## config.mk

```make
export PLATFORM = sky130hd
export DESIGN_NAME = bdc_regs
export DESIGN_NICKNAME = d
export VERILOG_FILES = /design/src/shared/bdc_pkg.sv /design/src/shared/bdc_ctl_if.sv /design/src/rtl/bdc_ctl_decode.sv /design/src/rtl/bdc_regs.sv
export SDC_FILE = /design/constraint.sdc
export NUM_CORES = 1
export LEC_CHECK = 0
export BUFFER_PORTS_ARGS = -buffer_cell sky130_fd_sc_hd__buf_2
export CAP_MARGIN = 20
export CORE_UTILIZATION = 37
export CTS_CLUSTER_DIAMETER = 200
export DETAILED_ROUTE_END_ITERATION = 16
export GPL_TIMING_DRIVEN = 0
export MAX_ROUTING_LAYER = met4
export PLACE_DENSITY = 0.76
export SLEW_MARGIN = 15
export SYNTH_ARGS = -nofsm -noshare
export SYNTH_HDL_FRONTEND = slang
export SYNTH_SLANG_ARGS = --single-unit
```

## constraint.sdc

```tcl
create_clock -name core_clk_in -period 1.6 [get_ports core_clk_in]
set_clock_uncertainty 0.15 [all_clocks]
set_input_delay 0.16 -clock core_clk_in [delete_from_list [all_inputs] [get_ports core_clk_in]]
set_output_delay 0.16 -clock core_clk_in [all_outputs]
set_load 0.05 [all_outputs]
```

## src/shared/bdc_pkg.sv

```systemverilog
// Constants and types shared by the bridge control register bank.
package bdc_pkg;
    // ========================================================
    // Register offsets (byte addresses in configuration space)
    localparam logic [7:0]  BDC_ID_OFS     = 8'h00;
    localparam logic [7:0]  BDC_DEVCTL_OFS = 8'h92;
    localparam logic [7:0]  BDC_DIAGNOSTIC_FIELD_OFS   = 8'h93;
    localparam logic [7:0]  BDC_DMA_OFS    = 8'h94;
    // ========================================================
    // Device control field positions
    localparam int DC_PWR_LOCK = 7;
    localparam int DC_LV_CAP   = 6;
    localparam int DC_DIAGNOSTIC_FIELD_IO  = 5;
    localparam int DC_RSVD     = 4;
    localparam int DC_TEST     = 3;
    localparam int DC_IRQ_LO   = 1;
    localparam int DC_NAND     = 0;
    // Diagnostic field positions
    localparam int DG_ID_MASK  = 7;
    localparam int DG_CSC_RT   = 5;
    localparam int DG_DT_DIS   = 4;
    localparam int DG_RTY_EXT  = 3;
    localparam int DG_CB_DISC  = 2;
    localparam int DG_HB_DISC  = 1;
    localparam int DG_ASYNC    = 0;
    // ========================================================
    // Reset values and write masks
    localparam logic [7:0]  BDC_DEVCTL_RST = 8'h66;
    localparam logic [7:0]  BDC_DIAGNOSTIC_FIELD_RST   = 8'h61;
    localparam logic [1:0]  BDC_DMA_RST    = 2'h0;
    localparam logic [7:0]  BDC_DEVCTL_WM  = 8'hEF;
    // Arbitrary identity value, chosen only to be recognisable.
    localparam logic [31:0] BDC_ID_DEFAULT = 32'h5A5A_1234;
    // ========================================================
    // Encodings
    localparam logic [1:0]  IRQ_PAR_ONLY   = 2'h0;
    localparam logic [1:0]  IRQ_RESERVED   = 2'h1;
    localparam logic [1:0]  IRQ_SER_PAR    = 2'h2;
    localparam logic [1:0]  IRQ_SER_ALL    = 2'h3;
    localparam logic [1:0]  DMA_PIN_NONE   = 2'h0;
    localparam logic [1:0]  DMA_PIN_SPKR   = 2'h1;
    localparam logic [1:0]  DMA_PIN_IO16   = 2'h2;
    localparam logic [1:0]  DMA_PIN_INACK  = 2'h3;
    localparam logic [3:0]  BDC_RT805_VAL  = 4'h0;
    // ========================================================
    // Timing counts in clocks
    localparam logic [7:0]  RETRY_LAT_STD  = 8'h10;
    localparam logic [7:0]  RETRY_LAT_EXT  = 8'h40;
    localparam int          DISC_EXP_SHORT = 10;
    localparam int          DISC_EXP_LONG  = 15;
    localparam logic [15:0] DISC_SHORT = 16'(1 << DISC_EXP_SHORT);
    localparam logic [15:0] DISC_LONG  = 16'(1 << DISC_EXP_LONG);
    // ========================================================
    // Register bank state
    typedef struct packed {
        logic [7:0]       devctl;
        logic [7:0]       diagnostic_field;
        logic [1:0][1:0]  dma_pin;
        logic [31:0]      rdata;
        logic             ack;
    } bdc_state_t;
    localparam bdc_state_t BDC_STATE_RST = '{
        devctl:  BDC_DEVCTL_RST,
        diagnostic_field:    BDC_DIAGNOSTIC_FIELD_RST,
        dma_pin: {BDC_DMA_RST, BDC_DMA_RST},
        rdata:   32'h0000_0000,
        ack:     1'b0
    };
endpackage

```

## src/shared/bdc_ctl_if.sv

```systemverilog
// Carries the stored control fields from the register bank to its decoder.
`timescale 1ns/1ps
interface bdc_ctl_if;
    logic [7:0]       devctl;
    logic [7:0]       diagnostic_field;
    logic [1:0][1:0]  dma_pin;
    modport src (output devctl, output diagnostic_field, output dma_pin);
    modport dst (input devctl, input diagnostic_field, input dma_pin);
endinterface

```

## src/rtl/bdc_ctl_decode.sv

```systemverilog
// Turns stored control fields into the block's steering outputs.
`timescale 1ns/1ps
module bdc_ctl_decode (
    bdc_ctl_if.dst                ctl,
    input  wire logic [1:0]       pwr_down_req_in,
    input  wire logic [1:0]       d3_state_in,
    input  wire logic [1:0]       legacy_csc_en_in,
    input  wire logic [1:0][3:0]  legacy_csc_sel_in,
    output logic      [1:0]       socket_power_down_out,
    output logic                  low_voltage_capable_out,
    output logic                  diagnostic_field_io_bit_out,
    output logic                  interrog_short_out,
    output logic      [1:0]       irq_signalling_select_out,
    output logic                  nand_tree_en_out,
    output logic      [1:0]       card_status_change_route_out,
    output logic                  delayed_txn_disable_out,
    output logic      [7:0]       retry_latency_limit_out,
    output logic      [15:0]      card_bus_discard_limit_out,
    output logic      [15:0]      host_bus_discard_limit_out,
    output logic                  async_status_change_irq_out,
    output logic      [1:0]       dma_req_speaker_out,
    output logic      [1:0]       dma_req_io16_out,
    output logic      [1:0]       dma_req_inack_out
);
    import bdc_pkg::*;

    // ========================================================
    // Global controls
    assign low_voltage_capable_out = ctl.devctl[DC_LV_CAP];     // see RULE_02
    assign diagnostic_field_io_bit_out         = ctl.devctl[DC_DIAGNOSTIC_FIELD_IO];    // see RULE_03
    assign interrog_short_out      = ctl.devctl[DC_TEST];       // see RULE_05
    assign irq_signalling_select_out =
        ctl.devctl[DC_IRQ_LO +: 2];                             // see RULE_06
    // The chain itself covers only input and two-way pins.
    assign nand_tree_en_out        = ctl.devctl[DC_NAND];       // see RULE_07
    assign delayed_txn_disable_out = ctl.diagnostic_field[DG_DT_DIS];       // see RULE_11
    assign retry_latency_limit_out = ctl.diagnostic_field[DG_RTY_EXT] ?
        RETRY_LAT_EXT : RETRY_LAT_STD;                          // see RULE_12
    assign card_bus_discard_limit_out = ctl.diagnostic_field[DG_CB_DISC] ?
        DISC_SHORT : DISC_LONG;                                 // see RULE_13
    assign host_bus_discard_limit_out = ctl.diagnostic_field[DG_HB_DISC] ?
        DISC_SHORT : DISC_LONG;                                 // see RULE_14
    assign async_status_change_irq_out = ctl.diagnostic_field[DG_ASYNC];    // see RULE_15

    // ========================================================
    // Per-socket controls
    for (genvar f = 0; f < 2; f++) begin : g_sock
        // A locked socket stays powered while its function is in D3.
        assign socket_power_down_out[f] = pwr_down_req_in[f] &
            ~(ctl.devctl[DC_PWR_LOCK] & d3_state_in[f]);        // see RULE_01
        assign card_status_change_route_out[f] = ctl.diagnostic_field[DG_CSC_RT] ?
            (legacy_csc_sel_in[f] == BDC_RT805_VAL) :
            legacy_csc_en_in[f];                                // see RULE_10
        assign dma_req_speaker_out[f] =
            (ctl.dma_pin[f] == DMA_PIN_SPKR);                   // see RULE_17
        assign dma_req_io16_out[f]  = (ctl.dma_pin[f] == DMA_PIN_IO16);
        assign dma_req_inack_out[f] = (ctl.dma_pin[f] == DMA_PIN_INACK);
    end
endmodule // bdc_ctl_decode

```

## src/rtl/bdc_regs.sv

```systemverilog
// Bridge device, diagnostic and socket DMA control register bank.
//
// Functional notes
// RULE_01 - Power lock set: socket power-down ignored while function in D3.
// RULE_02 - Device control bit 6 forces 3-V capable report; resets to 1.
// RULE_03 - Device control bit 5 is a read/write diagnostic bit, reset 1.
// RULE_04 - Device control bit 4 reads zero; writes to it do nothing.
// RULE_05 - Software writes 0 to bit 3; set shortens interrogation counter.
// RULE_06 - Bits 2-1 select interrupt mode; 00,01 rsvd,10,11 reset value.
// RULE_07 - Bit 0 enables the NAND-tree chain over input and two-way pins.
// RULE_08 - Software should reach shared global bits only via function 0.
// RULE_09 - Diagnostic bit 7 set makes identifier reads return all ones.
// RULE_10 - Diagnostic bit 5 selects status-change routing source; reset 1.
// RULE_11 - Diagnostic bit 4 disables delayed-transaction handling.
// RULE_12 - Diagnostic bit 3 extends retry latency limit from 16 to 64.
// RULE_13 - Diagnostic bit 2 picks card-side discard timer 2^10 or 2^15.
// RULE_14 - Diagnostic bit 1 picks host-side discard timer 2^10 or 2^15.
// RULE_15 - Diagnostic bit 0 enables asynchronous status-change irq; reset 1.
// RULE_16 - Socket DMA register: bits 31-2 read zero, bits 1-0 R/W, reset 0.
// RULE_17 - DMA pin field: 00 none, 01 speaker, 10 io16, 11 input ack.
// RULE_18 - Host bus reset returns every field to its default value.
`timescale 1ns/1ps
module bdc_regs #(
    parameter logic [31:0] ID_VALUE = bdc_pkg::BDC_ID_DEFAULT
) (
    input  wire logic             core_clk_in,
    input  wire logic             rstn_in,
    input  wire logic             cfg_func_in,
    input  wire logic [5:0]       cfg_dw_in,
    input  wire logic [3:0]       cfg_be_in,
    input  wire logic             cfg_wr_in,
    input  wire logic             cfg_rd_in,
    input  wire logic [31:0]      cfg_wdata_in,
    output logic      [31:0]      cfg_rdata_out,
    output logic                  cfg_ack_out,
    input  wire logic [1:0]       pwr_down_req_in,
    input  wire logic [1:0]       d3_state_in,
    input  wire logic [1:0]       legacy_csc_en_in,
    input  wire logic [1:0][3:0]  legacy_csc_sel_in,
    output logic      [1:0]       socket_power_down_out,
    output logic                  low_voltage_capable_out,
    output logic                  diagnostic_field_io_bit_out,
    output logic                  interrog_short_out,
    output logic      [1:0]       irq_signalling_select_out,
    output logic                  nand_tree_en_out,
    output logic      [1:0]       card_status_change_route_out,
    output logic                  delayed_txn_disable_out,
    output logic      [7:0]       retry_latency_limit_out,
    output logic      [15:0]      card_bus_discard_limit_out,
    output logic      [15:0]      host_bus_discard_limit_out,
    output logic                  async_status_change_irq_out,
    output logic      [1:0]       dma_req_speaker_out,
    output logic      [1:0]       dma_req_io16_out,
    output logic      [1:0]       dma_req_inack_out
);
    import bdc_pkg::*;

    // ========================================================
    // Address decode
    localparam logic [5:0] DW_ID   = BDC_ID_OFS[7:2];
    localparam logic [5:0] DW_CTL  = BDC_DEVCTL_OFS[7:2];
    localparam logic [5:0] DW_DMA  = BDC_DMA_OFS[7:2];
    localparam int         LN_DC   = int'(BDC_DEVCTL_OFS[1:0]);
    localparam int         LN_DG   = int'(BDC_DIAGNOSTIC_FIELD_OFS[1:0]);
    localparam int         LN_DMA  = int'(BDC_DMA_OFS[1:0]);

    bdc_state_t  st_reg;
    bdc_state_t  st_next;
    logic [31:0] rd_word;
    logic        hit_id;
    logic        hit_ctl;
    logic        hit_dma;

    assign hit_id  = (cfg_dw_in == DW_ID);
    assign hit_ctl = (cfg_dw_in == DW_CTL);
    assign hit_dma = (cfg_dw_in == DW_DMA);

    // ========================================================
    // Read data
    // Bytes of the control dword that belong to other blocks read zero.
    always_comb begin
        rd_word = 32'h0000_0000;
        if (hit_id) begin
            rd_word = st_reg.diagnostic_field[DG_ID_MASK] ?
                32'hFFFF_FFFF : ID_VALUE;                       // see RULE_09
        end else if (hit_ctl) begin
            rd_word[LN_DC*8 +: 8] = st_reg.devctl;
            rd_word[LN_DG*8 +: 8] = st_reg.diagnostic_field;
        end else if (hit_dma) begin
            rd_word[LN_DMA*8 +: 2] = st_reg.dma_pin[cfg_func_in]; // see RULE_16
        end
    end

    // ========================================================
    // Next state
    // Both functions write the same shared bytes; keeping them consistent
    // is left to software using function 0.
    always_comb begin
        st_next     = st_reg;
        st_next.ack = cfg_wr_in | cfg_rd_in;
        if (cfg_wr_in && hit_ctl) begin
            if (cfg_be_in[LN_DC]) begin
                st_next.devctl = cfg_wdata_in[LN_DC*8 +: 8] &
                    BDC_DEVCTL_WM;                              // see RULE_04
            end
            if (cfg_be_in[LN_DG]) begin
                st_next.diagnostic_field = cfg_wdata_in[LN_DG*8 +: 8];
            end
        end
        if (cfg_wr_in && hit_dma && cfg_be_in[LN_DMA]) begin
            st_next.dma_pin[cfg_func_in] =
                cfg_wdata_in[LN_DMA*8 +: 2];                    // see RULE_16
        end
        if (cfg_rd_in) begin
            st_next.rdata = rd_word;
        end
        if (!rstn_in) begin
            st_next = BDC_STATE_RST;                            // see RULE_18
        end
    end

    always_ff @(posedge core_clk_in) begin
        st_reg <= st_next;
    end

    assign cfg_rdata_out = st_reg.rdata;
    assign cfg_ack_out   = st_reg.ack;

    // ========================================================
    // Field decode
    bdc_ctl_if ctl ();

    assign ctl.devctl  = st_reg.devctl;
    assign ctl.diagnostic_field    = st_reg.diagnostic_field;
    assign ctl.dma_pin = st_reg.dma_pin;

    bdc_ctl_decode u_decode (
        .ctl                          (ctl),
        .pwr_down_req_in              (pwr_down_req_in),
        .d3_state_in                  (d3_state_in),
        .legacy_csc_en_in             (legacy_csc_en_in),
        .legacy_csc_sel_in            (legacy_csc_sel_in),
        .socket_power_down_out        (socket_power_down_out),
        .low_voltage_capable_out      (low_voltage_capable_out),
        .diagnostic_field_io_bit_out              (diagnostic_field_io_bit_out),
        .interrog_short_out           (interrog_short_out),
        .irq_signalling_select_out    (irq_signalling_select_out),
        .nand_tree_en_out             (nand_tree_en_out),
        .card_status_change_route_out (card_status_change_route_out),
        .delayed_txn_disable_out      (delayed_txn_disable_out),
        .retry_latency_limit_out      (retry_latency_limit_out),
        .card_bus_discard_limit_out   (card_bus_discard_limit_out),
        .host_bus_discard_limit_out   (host_bus_discard_limit_out),
        .async_status_change_irq_out  (async_status_change_irq_out),
        .dma_req_speaker_out          (dma_req_speaker_out),
        .dma_req_io16_out             (dma_req_io16_out),
        .dma_req_inack_out            (dma_req_inack_out)
    );
endmodule // bdc_regs

```

==> reports/qor.csv, run 1 <==
stage,metric,value,unit
sta,setup_viol,0,
grt,grt_max_degree,12,
min_path,min_path_cells,3,
clock_network,cts.sinks,39,
floorplan,initial_core_util,0.391,
pwr,power_frac_comb,0.247,
floorplan,die_h,79.0,um
pwr,power_density,685,nW/um2
cells_and_area,utilization,0.566,
worst_setup_path,r2r_start,ctl.diagnostic_field[7],
pwr,p_seq_frac,0.456,
cells_and_area,stdcell_area,3170,um2
worst_setup_path,startpoint_type,primary input,
clock_network,cts_tree,built,
placement,dp_slack,-0.307,ns
cells_and_area,fin_cells,477,
worst_setup_path,critPathTopFamily,simple AND/OR/NAND/NOR gates,
worst_setup_path,cp.required,1.60,ns
placement,gp_congestion,0.797,
sta,hold_slack,0.0183,ns
grt,grt_pass1_wl,9280,um
floorplan,die_w,79.0,um
route,drc_errors,0,
cells_and_area,antennaDiodeCount,0,
sta,final.min_clock_period,1.53,ns
clock_network,clockBufferDepth,2,
yosys,synth_cell_types,31,
pwr,power.switching,0.710,mW
yosys,synth_edf_count,0,
floorplan,design.portCount,152,
worst_setup_path,rr_worst_depth,3,
yosys,yosys_warnings,0,
sta,tightest_slew,0.514,ns
route,via_count,2239,
cells_and_area,nNetsFinal,465,
route,wl,5990,um
worst_setup_path,slowest_delay,0.52,ns
yosys,synthesis.area,2190,um2
worst_setup_path,cp.arrival,1.54,ns
yosys,synth_seq_area_share,0.356,
grt,grt.overflow.total,0,
worst_setup_path,slowest_stage,or4_1,
pwr,sw_frac_of_total,0.326,
pwr,vdd_drop_max,0.345,mV
worst_setup_path,end_kind,register,
sta,fin_crit_sh,0.958,
worst_setup_path,cp.buffers_inverters,3,
worst_setup_path,regToRegSetupSlack,0.28,ns
route,dr.pass1.iters,4,
cells_and_area,drive_gt1_frac,0.440,
placement,placed_area,2910,um2
yosys,ys_top_cells_by_area,"dfxtp_1 36%, buf_4 18%, nand3_1 5.5%",
clock_network,clkLatencyLatePin,0.29,ns
sta,relSlewSlack,0.658,
route,wl_per_cell,12.6,um
sta,fmax,652,MHz
floorplan,dieArea,6240,um2
yosys,synth_area_leader_cell,dfxtp_1,
grt,globalRouteTotalUtil,0.199,
yosys,synth_seq_cells,39,
run,maxCapViolCount,0,
worst_setup_path,crit_top_cell,buf_2,
placement,dp_cells,453,
grt,antenna_found_initial,0,
clock_network,cts_buffers,5,
yosys,syn_inst,247,
clock_network,cts_root_buf,clkbuf_8,
worst_setup_path,r2r_end,cfg_rdata_out[16],
worst_setup_path,worstPathMaxFanout,10,
grt,first_global_vias,2019,
clock_network,htree_levels,2,
floorplan,num_rows,27,
sta,rsz0062_at_grt,true,
pwr,p_clk_frac,0.296,
status,status,completed,
route,antenna_left,0,
yosys,synth_top_area_share,0.356,
yosys,ys_dominant_reg_cell,dfxtp_1,
clock_network,clkTransAtPathRegs,0.07,ns
route,via_per_inst,4.69,
sta,finalWorstSetupSlack,0.0670,ns
route,drtIter0Drc,88,
min_path,min_to,ctl.dma_pin[2],
cells_and_area,area_growth,44.5,%
sta,hold_viol_final,0,
pwr,p_int,1.46,mW
placement,hpwl,4560,um
min_path,worstHoldPathType,in -> reg,
floorplan,core,5610,um2
worst_setup_path,crit_cells,6,
worst_setup_path,critical_path_class,in -> reg,
sta,slew_viol_final,0,
cells_and_area,nFillCells,531,
worst_setup_path,crit_path_cell_trace,"buf_2, or4_1, buf_2, clkbuf_1, o21ai_0, nand3_1",
pwr,p_leak,1.62,nW
min_path,hold_start,cfg_wdata_in[0],
yosys,synthArstFlopShare,0,
yosys,avgSynthCellArea,8.89,um2
placement,io_buffers,101,
## layer usage
layer,global-route usage,wire [um]
met1,0.236,2530
met2,0.331,2890
met3,0.0448,479
met4,0.0691,87
met5,-,0
## power by group through the flow
stage,clock network [mW],logic (mW),registers (mW)
6_report,0.644,0.537,0.992
5_1_grt,0.692,0.566,0.993
4_1_cts,0.654,0.531,0.992
3_5_place_dp,0,0.498,1.01
3_3_place_gp,0,0.496,1.01
2_1_floorplan,0,0.335,1.06
## cells in the final DEF (no fill, tap or decap)
cell type	synthesis	routed
o2111ai_1	1	1
nor4_4	0	1
dfxtp_1	39	38
inv_1	3	3
a21boi_1	2	2
o21a_1	2	2
and4b_1	2	2
clkbuf_1	12	13
and3_1	7	7
o21ai_0	17	17
clkbuf_8	0	5
clkinv_2	0	1
buf_2	4	105
buf_4	53	53
nand2_1	6	6
a21boi_0	10	10
and2_1	2	2
and4_1	10	10
mux2_2	4	4
and2_0	1	1
dlygate4sd3_1	0	17
or4_1	1	1
o31ai_4	1	1
dfxtp_2	0	1
nor2_1	2	2
nor4_1	2	2
conb_1	1	34
o31a_1	7	7
a31oi_1	2	2
nand2b_1	2	2
nor2b_1	13	13
nand3_1	24	24
nand4_1	5	5
mux2i_1	4	4
o221a_2	7	7
## synth_stat cells, types with 2 or more instances
library cell / n
buf_4: 53
dfxtp_1: 39
nand3_1: 24
o21ai_0: 17
nor2b_1: 13
clkbuf_1: 12
a21boi_0: 10
and4_1: 10
and3_1: 7
o221a_2: 7
o31a_1: 7
nand2_1: 6
nand4_1: 5
buf_2: 4
mux2_2: 4
mux2i_1: 4
inv_1: 3
a21boi_1: 2
a31oi_1: 2
and2_1: 2
and4b_1: 2
nand2b_1: 2
nor2_1: 2
nor4_1: 2
o21a_1: 2
## repair_timing
item,CTS,global route
hold buffers,17,0
hold endpoints to repair,18,0
setup buffers,0,0
setup endpoints to repair,0,20
resized for setup,0,2
## cell families (layout without fill, tap and decap cells)
kind of cell,count (synthesis),in the layout,synth area share
buffers and inverters,72,197,0.216
other,1,34,0.00171
flip-flops,39,39,0.356
multiplexers,8,8,0.0388
AND/OR/NAND/NOR,78,78,0.218
AO/OA/AOI/OAI,49,49,0.170
## worst min-delay path, cell delays in order
cell     delay (ns)
buf_2          0.10
nand2_1        0.09
mux2i_1        0.07
## how the worst max path moves through the flow
stage                  start                        to
2_1_floorplan  ctl.devctl[7]  socket_power_down_out[0]
3_3_place_gp    cfg_dw_in[4]             ctl.devctl[3]
3_5_place_dp    cfg_dw_in[4]             ctl.devctl[0]
4_1_cts         cfg_dw_in[4]             ctl.devctl[0]
5_1_grt            cfg_wr_in             ctl.devctl[3]
6_report        cfg_dw_in[4]             ctl.devctl[2]
## registers in the layout, summed over array words and instances (netlist names)
register	count
ctl.dma_pin	4
cfg_rdata_out	19
ctl.diagnostic_field	8
cfg_ack_out	1
ctl.devctl	7
## through the flow
stage	power, mW	setup TNS [ns]
floorplan	1.40	-0.269
global placement	1.51	-6.50
detailed placement	1.51	-6.82
CTS	2.18	0
global route	2.25	-0.00118
finish	2.17	0
## final cells by class
type	count	area [um2]	area share
clock buffer	7	76.3	0.0241
timing repair buffer	118	676	0.213
buffer	68	459	0.145
tap	72	90.1	0.0284
inverter	3	11.3	0.00355
clock inverter	1	5.00	0.00158
multi-input combinational	169	1070	0.338
sequential	39	782	0.247
No activity file was read; power rests on OpenSTA's default activity.
==> inputs of run 2 (changes only) <==
Settings changed: REMOVE_ABC_BUFFERS from default to 1.
==> reports/qor.csv, run 2 (same netlist as run 1, synthesis figures left out) <==
stage,metric,value,unit,change
sta,tightest_slew,0.706,ns,+0.192 ns
clock_network,cts_root_buf,clkbuf_8,,
placement,placed_area,2470,um2,-15%
cells_and_area,largest_register_ffs,19,,unchanged
clock_network,cts_buffers,5,,unchanged
pwr,power_density,786,nW/um2,+15%
route,via_count,2002,,-11%
placement,dp_slack,-0.571,ns,-0.265 ns
grt,antenna_found_initial,0,,unchanged
worst_setup_path,critPathTopFamily,flip-flops,,
floorplan,die_w,79.0,um,unchanged
cells_and_area,drive_gt1_frac,0.371,,-0.0689
grt,grt_max_degree,42,,+30
grt,grt_pass1_wl,8380,um,-9.7%
worst_setup_path,slowest_delay,0.39,ns,-0.13 ns
cells_and_area,stdcell_area,2760,um2,-13%
sta,hold_viol_final,0,,unchanged
min_path,worstHoldPathType,in -> reg,,
floorplan,num_rows,27,,unchanged
floorplan,initial_core_util,0.391,,unchanged
clock_network,clockBufferDepth,2,,unchanged
floorplan,design.portCount,152,,unchanged
pwr,p_total,2.17,mW,-0.17%
worst_setup_path,regToRegSetupSlack,0.37,ns,+0.09 ns
sta,hold_slack,0.0140,ns,-0.00431 ns
worst_setup_path,crit_path_cell_trace,"mux2_2, buf_2",,
route,dr.pass1.iters,4,,unchanged
worst_setup_path,cp.arrival,1.22,ns,-0.32 ns
worst_setup_path,slowest_stage,dfxtp_1,,
sta,fin_crit_sh,0.958,,about the same
run,maxCapViolCount,0,,unchanged
cells_and_area,fin_cells,412,,-14%
sta,slew_viol_final,0,,unchanged
route,drtIter0Drc,103,,+17%
cells_and_area,final_cell_mix,"101 x buf_2, 39 x dfxtp_1, 34 x conb_1",,
sta,fmax,652,MHz,about the same
cells_and_area,utilization,0.492,,-0.0732
route,drc_errors,0,,unchanged
sta,setup_tns,0,ns,unchanged
clock_network,clkTransAtPathRegs,0.07,ns,about the same
sta,final.min_clock_period,1.53,ns,+0.000565 ns
cells_and_area,area_growth,25.8,%,
grt,globalRouteTotalUtil,0.175,,-0.0240
sta,relSlewSlack,0.530,,-0.128
worst_setup_path,cp.required,1.29,ns,-0.31 ns
worst_setup_path,worstPathMaxFanout,4,,-6
cells_and_area,layout_commonest_cell,buf_2,,
clock_network,clkLatencyLatePin,0.28,ns,about the same
placement,dp_cells,385,,-15%
clock_network,cts_tree,built,,
worst_setup_path,critical_path_class,reg -> out,,
floorplan,core,5610,um2,unchanged
worst_setup_path,startpoint_type,register,,
route,antenna_left,0,,unchanged
worst_setup_path,cp.buffers_inverters,1,,-2
clock_network,cts.sinks,39,,unchanged
pwr,vdd_drop_max,0.417,mV,+21%
sta,setup_viol,0,,unchanged
pwr,p_leak,1.33,nW,-18%
route,wl_per_cell,12.8,um,+1.7%
grt,first_global_vias,1755,,-13%
grt,grt.overflow.total,0,,unchanged
sta,rsz0062_at_grt,false,,
route,via_per_inst,4.86,,+3.5%
clock_network,htree_levels,2,,unchanged
status,status,completed,,
placement,gp_congestion,0.685,,-14%
worst_setup_path,end_kind,output pin,,
floorplan,dieArea,6240,um2,unchanged
cells_and_area,nNetsFinal,400,,-14%
route,wl,5260,um,-12%
sta,finalWorstSetupSlack,0.0665,ns,-0.000565 ns
floorplan,die_h,79.0,um,unchanged
cells_and_area,antennaDiodeCount,0,,unchanged
placement,io_buffers,101,,unchanged
==> run 2: cell types whose count changed in the layout (fill, tap and decap cells not counted), sizes merged <==
cell	delta
buf	-53
clkbuf	-10
clkinv	-1
dlygate4sd3	-1
==> run 2: metal layers <==
metal	vias to the layer above	GRT usage	routed length [um]
met3	5	0.0322	396
met5	-	-	0
met1	919	0.221	2380
li1	979	-	-
met2	99	0.291	2460
met4	0	0.0382	29
==> run 2: final cells by class <==
| type | instances | area, um2 |
|---|---|---|
| clock buffers | 8 | 100 |
| fillers | 564 | 2850 |
| inverters | 3 | 11.3 |
| multi-input cells | 169 | 1080 |
| flip-flops and latches | 39 | 781 |
| well taps | 72 | 90.1 |
| repair buffers | 121 | 703 |
==> run 2: worst min-delay path, cell delays in order <==
cell	delay, ns
buf_2	0.09
nand2_1	0.08
mux2i_1	0.07
==> run 2: path summary, 6_finish.rpt <==
| kind | startpoint | depth (start not counted) | end |
|---|---|---|---|
| worst min register to register | cfg_rdata_out[31] | 2 | cfg_rdata_out[31] |
| worst max-delay path | ctl.diagnostic_field[5] | 2 | card_status_change_route_out[0] |
| worst max register to register | ctl.diagnostic_field[7] | 2 | cfg_rdata_out[16] |
| worst min-delay path | cfg_wdata_in[1] | 3 | ctl.dma_pin[3] |
==> run 2: what timing repair did <==
| action | in CTS | in global routing |
|---|---|---|
| hold buffers | 16 | 0 |
| endpoints found under the hold margin | 17 | 0 |
| pin swaps | 2 | 0 |
| resized for setup | 1 | 1 |
| buffers inserted | 3 | 0 |
| endpoints found under the setup margin | 15 | 4 |
==> run 2: report_power, final <==
group | internal, mW | switching, mW
sequential | 0.985 | 0.00756
combinational | 0.113 | 0.350
clock | 0.393 | 0.321
